--- src/verilog/otp_trim_pkg.sv ---
`default_nettype none
package otp_trim_pkg;
	// ---------------------------------------------------------------
	// frame layout
	// ---------------------------------------------------------------
	localparam int FRAME_W = 32;
	localparam int OP_MSB = 31;
	localparam int OP_LSB = 30;
	localparam int ADDR_MSB = 29;
	localparam int ADDR_LSB = 24;
	localparam int CMD_MSB = 23;
	localparam int CMD_LSB = 21;
	localparam int CTM_W = 24;
	localparam int SENSE_W = 16;
	localparam int WORD_W = 8;
	localparam int WORD_MSB = 20;
	localparam int WORD_LSB = 13;
	localparam int MARGIN_LSB = 8;
	localparam int STAT_W = 8;
	// default select fields inside the programmed word
	localparam int PEAK_SEL_MSB = 19;
	localparam int PEAK_SEL_LSB = 18;
	localparam int OFF_SEL_MSB = 17;
	localparam int OFF_SEL_LSB = 16;

	// ---------------------------------------------------------------
	// operation codes, address and commands
	// ---------------------------------------------------------------
	localparam logic [1:0] OP_WRITE = 2'h0;
	localparam logic [1:0] OP_READ = 2'h1;
	localparam logic [5:0] CTM_ADDR = 6'h3E;
	localparam logic [2:0] CMD_MARGIN = 3'h2;
	localparam logic [2:0] CMD_BLANK = 3'h3;
	localparam logic [2:0] CMD_BURN = 3'h4;
	localparam logic [2:0] CMD_EOT = 3'h7;

	// ---------------------------------------------------------------
	// sense references and reset values
	// ---------------------------------------------------------------
	localparam logic [1:0] REF_NORMAL = 2'h0;
	localparam logic [1:0] REF_LOW = 2'h1;
	localparam logic [1:0] REF_HIGH = 2'h2;
	localparam logic [23:0] CTM_RESET = 24'h000000;
	localparam logic [31:0] RESP_RESET = 32'h00000001;

	// ---------------------------------------------------------------
	// default decode tables
	// ---------------------------------------------------------------
	localparam logic [5:0] PEAK_CODE_00 = 6'h20;
	localparam logic [5:0] PEAK_CODE_01 = 6'h00;
	localparam logic [5:0] PEAK_CODE_10 = 6'h31;
	localparam logic [5:0] PEAK_CODE_11 = 6'h3F;
	localparam logic [3:0] VT_CODE_00 = 4'hF;
	localparam logic [3:0] VT_CODE_01 = 4'hB;
	localparam logic [3:0] VT_CODE_10 = 4'h5;
	localparam logic [3:0] VT_CODE_11 = 4'h0;

	// ---------------------------------------------------------------
	// states
	// ---------------------------------------------------------------
	typedef enum logic [1:0] {
		ST_IDLE = 2'b01,
		ST_SENSE = 2'b10
	} sense_state_e;
endpackage
`default_nettype wire

--- src/verilog/otp_trim_verify_defaults.sv ---
// Functional notes
// margin load senses fuses against a lower reference, latches result.
// margin result replaces the upper sixteen bits of the trim word.
// master reads the trim word after margin load to get the result.
// master rejects part unless margin readback shows word and pattern.
// blank load senses fuses against a higher reference, latches result.
// blank result lands in bits twenty down to thirteen of trim word.
// master rejects part if blank readback lacks programmed word and pattern.
// last frame bit gives the whole answer frame odd parity.
// peak select sets buck 1 peak code at reset via fixed table.
// off-time select sets buck 1 volt-time code at reset via table.
// master programs by writing burn command with word, three times.
// latched sense result holds across reads until the next load.
`timescale 1ns/1ns
`default_nettype none
module otp_trim_verify_defaults (
	// clock and reset
	input wire logic clk_i,
	input wire logic resetn_i,
	// decoded serial frames from the interface logic
	input wire logic frame_valid_i,
	input wire logic [31:0] frame_i,
	input wire logic [7:0] status_i,
	// answer frame towards the serial output
	output logic resp_valid_o,
	output logic [31:0] resp_frame_o,
	// fuse sense array
	output logic sense_req_o,
	output logic [1:0] sense_ref_o,
	input wire logic sense_ack_i,
	input wire logic [15:0] sense_data_i,
	// default selects and decoded codes
	input wire logic [1:0] buck1_default_peak_select_i,
	input wire logic [1:0] buck1_default_offtime_select_i,
	output logic [5:0] buck1_peak_current_code_o,
	output logic [3:0] buck1_volt_time_product_o,
	// latched trim word
	output logic [23:0] trim_word_o
);
	// ---------------------------------------------------------------
	// helpers
	// ---------------------------------------------------------------
	function automatic logic hits_ctm(input logic [31:0] f,
			input logic [1:0] op);
		hits_ctm = (f[otp_trim_pkg::OP_MSB:otp_trim_pkg::OP_LSB] == op) &&
			(f[otp_trim_pkg::ADDR_MSB:otp_trim_pkg::ADDR_LSB] ==
			otp_trim_pkg::CTM_ADDR);
	endfunction

	function automatic logic [5:0] peak_decode(input logic [1:0] sel);
		unique case (sel)
			2'h0: peak_decode = otp_trim_pkg::PEAK_CODE_00;
			2'h1: peak_decode = otp_trim_pkg::PEAK_CODE_01;
			2'h2: peak_decode = otp_trim_pkg::PEAK_CODE_10;
			2'h3: peak_decode = otp_trim_pkg::PEAK_CODE_11;
		endcase
	endfunction

	function automatic logic [3:0] vt_decode(input logic [1:0] sel);
		unique case (sel)
			2'h0: vt_decode = otp_trim_pkg::VT_CODE_00;
			2'h1: vt_decode = otp_trim_pkg::VT_CODE_01;
			2'h2: vt_decode = otp_trim_pkg::VT_CODE_10;
			2'h3: vt_decode = otp_trim_pkg::VT_CODE_11;
		endcase
	endfunction

	// ---------------------------------------------------------------
	// state
	// ---------------------------------------------------------------
	otp_trim_pkg::sense_state_e state_ff, nxt_state;
	logic [1:0] ref_ff, nxt_ref;
	logic [23:0] ctm_ff, nxt_ctm;
	logic [31:0] resp_ff, nxt_resp;
	logic resp_valid_ff, nxt_resp_valid;
	logic [5:0] peak_ff, nxt_peak;
	logic [3:0] vt_ff, nxt_vt;
	logic [31:0] answer;
	logic [2:0] cmd;
	logic wr_hit;
	logic rd_hit;

	assign cmd = frame_i[otp_trim_pkg::CMD_MSB:otp_trim_pkg::CMD_LSB];
	assign wr_hit = frame_valid_i && hits_ctm(frame_i, otp_trim_pkg::OP_WRITE);
	assign rd_hit = frame_valid_i && hits_ctm(frame_i, otp_trim_pkg::OP_READ);

	// answer frame with parity bit
	resp_parity u_parity (
		.status_i(status_i),
		.ctm_i(ctm_ff),
		.frame_o(answer)
	);

	// ---------------------------------------------------------------
	// load, sense and readback
	// ---------------------------------------------------------------
	// loads start a sense cycle; loads arriving during one are dropped
	always_comb begin
		nxt_state = state_ff;
		nxt_ref = ref_ff;
		nxt_ctm = ctm_ff;
		nxt_resp = resp_ff;
		nxt_resp_valid = 1'b0;
		if (rd_hit) begin
			nxt_resp = answer;
			nxt_resp_valid = 1'b1;
		end
		unique case (state_ff)
			otp_trim_pkg::ST_IDLE: begin
				if (wr_hit && cmd == otp_trim_pkg::CMD_MARGIN) begin
					nxt_ref = otp_trim_pkg::REF_LOW;
					nxt_state = otp_trim_pkg::ST_SENSE;
				end else if (wr_hit && cmd == otp_trim_pkg::CMD_BLANK) begin
					nxt_ref = otp_trim_pkg::REF_HIGH;
					nxt_state = otp_trim_pkg::ST_SENSE;
				end
			end
			otp_trim_pkg::ST_SENSE: begin
				if (sense_ack_i) begin
					if (ref_ff == otp_trim_pkg::REF_LOW) begin

						nxt_ctm[otp_trim_pkg::CTM_W-1:otp_trim_pkg::MARGIN_LSB] =
							sense_data_i;
					end else begin

						nxt_ctm[otp_trim_pkg::WORD_MSB:otp_trim_pkg::WORD_LSB] =
							sense_data_i[otp_trim_pkg::WORD_W-1:0];
					end
					nxt_ref = otp_trim_pkg::REF_NORMAL;
					nxt_state = otp_trim_pkg::ST_IDLE;
				end
			end
			default: begin
				nxt_state = otp_trim_pkg::ST_IDLE;
				nxt_ref = otp_trim_pkg::REF_NORMAL;
			end
		endcase
	end

	// registers of the sense path; reads never touch ctm
	always_ff @(posedge clk_i) begin
		if (!resetn_i) begin
			state_ff <= otp_trim_pkg::ST_IDLE;
			ref_ff <= otp_trim_pkg::REF_NORMAL;
			ctm_ff <= otp_trim_pkg::CTM_RESET;
			resp_ff <= otp_trim_pkg::RESP_RESET;
			resp_valid_ff <= 1'b0;
		end else begin
			state_ff <= nxt_state;
			ref_ff <= nxt_ref;
			ctm_ff <= nxt_ctm;
			resp_ff <= nxt_resp;
			resp_valid_ff <= nxt_resp_valid;
		end
	end

	// ---------------------------------------------------------------
	// default codes
	// ---------------------------------------------------------------
	// codes follow the selects while reset is held, then stay put
	always_comb begin
		nxt_peak = peak_ff;
		nxt_vt = vt_ff;
		if (!resetn_i) begin
			nxt_peak = peak_decode(buck1_default_peak_select_i);
			nxt_vt = vt_decode(buck1_default_offtime_select_i);
		end
	end

	always_ff @(posedge clk_i) begin
		peak_ff <= nxt_peak;
		vt_ff <= nxt_vt;
	end

	// ---------------------------------------------------------------
	// outputs
	// ---------------------------------------------------------------
	assign sense_req_o = (state_ff == otp_trim_pkg::ST_SENSE);
	assign sense_ref_o = ref_ff;
	assign resp_valid_o = resp_valid_ff;
	assign resp_frame_o = resp_ff;
	assign trim_word_o = ctm_ff;
	assign buck1_peak_current_code_o = peak_ff;
	assign buck1_volt_time_product_o = vt_ff;
endmodule
`default_nettype wire

--- src/verilog/resp_parity.sv ---
`timescale 1ns/1ns
`default_nettype none
module resp_parity (
	// frame content
	input wire logic [7:0] status_i,
	input wire logic [23:0] ctm_i,
	// assembled answer
	output logic [31:0] frame_o
);
	// the final bit makes the count of ones odd over the whole frame
	always_comb begin
		frame_o = {status_i, ctm_i[23:1], 1'b0};
		frame_o[0] = ~(^frame_o[31:1]);
	end
endmodule
`default_nettype wire

--- config.mk ---
export PLATFORM = sky130hd
export DESIGN_NAME = otp_trim_verify_defaults
export DESIGN_NICKNAME = d
export VERILOG_FILES = /design/src/verilog/otp_trim_pkg.sv /design/src/verilog/otp_trim_verify_defaults.sv /design/src/verilog/resp_parity.sv
export SDC_FILE = /design/constraint.sdc
export NUM_CORES = 1
export LEC_CHECK = 0
export BUFFER_PORTS_ARGS = -buffer_cell sky130_fd_sc_hd__buf_2
export CORE_MARGIN = 3
export CORE_UTILIZATION = 48
export CTS_CLUSTER_DIAMETER = 150
export DETAILED_ROUTE_END_ITERATION = 10
export GPL_TIMING_DRIVEN = 0
export HOLD_SLACK_MARGIN = 0.12
export PLACE_DENSITY = 0.94
export SETUP_SLACK_MARGIN = 0.5
export SYNTH_ARGS = -nofsm -noshare
export SYNTH_HDL_FRONTEND = slang
export SYNTH_SLANG_ARGS = --single-unit
export TNS_END_PERCENT = 1
--- constraint.sdc ---
create_clock -name clk_i -period 3.9 [get_ports clk_i]
set_input_delay 0.585 -clock clk_i [delete_from_list [all_inputs] [get_ports clk_i]]
set_output_delay 0.585 -clock clk_i [all_outputs]
set_load 0.005 [all_outputs]
==> flow_summary.ini <==
[outcome]
run_status = completed

[global_routing]
grt_usage_pct = 18.07
grt_pass1_wl_um = 8583
grt-ovfl-total = 0
grt_max_degree = 16
grt_pass1_vias = 1932
grt_antenna_before_repair = 0

[cells_and_area]
multi_input_area_mm2 = 0.001047
fillers = 429
diodes = 0
finalNetCount = 423
regArea_mm2 = 0.001101
drive_gt1_share_pct = 41.11
area_growth_pct = 30.07

[timing]
maxSlewViolCount = 0
hold_viol = 0
worst_pin_slew_ns = 0.6920
fin_setup_tns_ns = 0
max_slew_margin_pct = 53.87
max_freq_mhz = 591.0
min_period_ns = 1.692
grt_setup_unrepaired = no
skew_ns = 0.009108
fin_worst_hold_slack_ns = 0.4914
fin_crit_sh_pct = 43.39
setup_viol = 0

[cts]
clockBufferDepth = 2
clock_latency_ns = 0.30
root_buffer = clkbuf_8
clkSinkCount = 52
holdBufCountCts = 0
cts_inserted_buffers = 5
h-tree-depth = 2
cts_setup_buffers = 0
cts_tree = yes
cts_resized = 0
clkTransAtPathRegs_ns = 0.09

[die]
die-area_mm2 = 0.005944
ioPinCount = 134
initial_utilization_pct = 50.36
die_y_um = 77.10
die_w_um = 77.10
core_mm2 = 0.004817
rows = 25

[placed_design]
port-buffer-count = 97
place_congestion = 0.7798
dp_hpwl_um = 4249

[yosys]
synth-seq-cells = 52
yosysWarnings = 0
syn-cell-area_mm2 = 0.002426
syn_area_per_cell_um2 = 10.07
yosysUniqueCellTypes = 31
ys_seq_area_share_pct = 45.38
synthCells = 241

[setup_path]
crit_path_max_fanout = 10
rr_worst_depth = 6
arrival_ns = 1.87
regToRegSetupSlack_ns = 2.29
crit_start = frame_valid_i
worstReg2RegStart = sense_ref_o[0]$_SDFFE_PN0P_
worstSetupEndpointType = flip-flop
required_ns = 4.08
worstSetupEndpoint = resp_frame_o[28]$_SDFFE_PN0P_
timing.rr.end = trim_word_o[22]$_SDFFE_PN0P_
start_kind = primary input
path_class = primary input to flip-flop

[power_and_ir_drop]
powerDensity_mw_per_mm2 = 317.1
cellLeakagePower_nw = 1.689
ir_drop_v = 0.0002132

[routing]
vias = 1941
drc_errors = 0
totalWireLength_um = 5314
first_iter_violations = 81
routed_via_density = 4.546
antenna_left = 0
dr.pass1.iters = 4
wl_per_cell_um = 12.44

[job]
maxCapViolCount = 0

[hold_path]
min_path_type = primary input to flip-flop
-- final cells by class --
type / count / share of cell area, %
clock inverters: 2 / 1.110
clock buffers: 6 / 2.300
multi-input cells: 152 / 33.19
flip-flops and latches: 52 / 34.89
inverters: 5 / 0.5948
plain buffers: 46 / 9.873
well taps: 67 / 2.657
repair buffers: 97 / 15.38
-- synth_stat cells --
master | instances | share of area, %
a22oi_1 | 1 | 0.31
xor2_1 | 2 | 0.72
clkbuf_2 | 1 | 0.21
and3b_1 | 1 | 0.36
nor2_1 | 44 | 6.8
dfxtp_1 | 46 | 38
xnor2_2 | 1 | 0.67
o21ai_0 | 2 | 0.41
nor4bb_1 | 1 | 0.41
mux2i_1 | 40 | 17
nand2_1 | 3 | 0.46
inv_1 | 4 | 0.62
buf_2 | 5 | 1.0
and2_1 | 2 | 0.52
nand2b_1 | 3 | 0.77
nand2_2 | 1 | 0.26
and3_1 | 1 | 0.26
xnor2_1 | 18 | 6.5
conb_1 | 1 | 0.15
nor4_1 | 1 | 0.26
nor2b_1 | 3 | 0.77
clkbuf_1 | 5 | 0.77
edfxtp_1 | 6 | 7.4
clkinv_1 | 1 | 0.15
xnor3_1 | 1 | 0.93
nor3b_1 | 1 | 0.31
a32oi_1 | 1 | 0.36
buf_4 | 35 | 11
nand4_1 | 1 | 0.26
o211ai_2 | 1 | 0.52
a211oi_1 | 8 | 2.5
-- report_power, final --
| part | internal (mW) | switching [mW] | total (mW) |
|---|---|---|---|
| clock | 0.191 | 0.169 | 0.360 |
| combinational | 0.0498 | 0.0432 | 0.0930 |
| sequential | 0.546 | 0.00157 | 0.547 |
| total | 0.786 | 0.214 | 1.00 |
-- worst min path at each step --
stage	from	endpoint	slack, ns	cells after the start
5_1_grt	resetn_i	resp_frame_o[0]$_SDFFE_PN1P_	0.48	2
3_5_place_dp	resp_frame_o[31]$_SDFFE_PN0P_	resp_frame_o[31]$_SDFFE_PN0P_	0.48	2
4_1_cts	resetn_i	resp_frame_o[0]$_SDFFE_PN1P_	0.48	2
2_1_floorplan	resp_frame_o[0]$_SDFFE_PN1P_	resp_frame_o[0]$_SDFFE_PN1P_	0.47	2
3_3_place_gp	resp_frame_o[0]$_SDFFE_PN1P_	resp_frame_o[0]$_SDFFE_PN1P_	0.46	2
6_report	resetn_i	resp_frame_o[0]$_SDFFE_PN1P_	0.49	2
-- layer usage --
metal	wire, um	share of wire, %	GRT usage [%]
met5	0	0	0
met4	89	1.7	6.406
met3	336	6.3	3.286
met2	2685	51	32.75
met1	2203	41	21.24
-- registers in the layout (all words and copies together), names as in the netlist --
signal                     count
resp_frame_o                  25
trim_word_o                   16
buck1_peak_current_code_o      3
buck1_volt_time_product_o      3
sense_ref_o                    2
state_ff                       2
resp_valid_o                   1
-- cells in the final DEF (no fill, tap or decap), drive strengths merged, types with 2 or more instances in the layout --
master    n
buf     137
dfxtp    46
nor2     44
mux2i    40
xnor2    19
conb     15
clkbuf   12
a211oi    8
edfxtp    6
inv       4
nand2     4
nand2b    3
nor2b     3
and2      2
xor2      2
o21ai     2
clkinv    2
-- stage by stage --
step	area, um2	instances	utilization [%]	setup WS [ns]	power (mW)
6_report	3156	427	65.51	2.208	1.001
5_1_grt	3156	427	65.51	2.070	1.042
4_1_cts	3156	427	65.51	2.199	1.006
3_5_place_dp	3048	419	63.27	1.888	0.6524
3_3_place_gp	3048	419	63.27	1.905	0.6510
2_1_floorplan	2479	255	-	2.152	0.6110
-- worst max-delay path: stages --
cell and delay, ns:
buf_2 0.08, nand4_1 0.11, nor4_1 0.30, nand2_2 0.24, buf_2 0.29, mux2i_1 0.19
nor2_1 0.06
-- logic make-up after synthesis --
| group | after synthesis | share of synthesized area [%] |
|---|---|---|
| xor gates and xnor gates | 22 | 8.819 |
| other | 1 | 0.1546 |
| muxes | 40 | 16.50 |
| DFF | 52 | 45.38 |
| buffers and inverters | 51 | 13.61 |
| and+or+nand+nor | 62 | 11.45 |
| AOI/OAI and AO/OA | 13 | 4.074 |
Note: power is estimated with default switching activity, not from simulation.
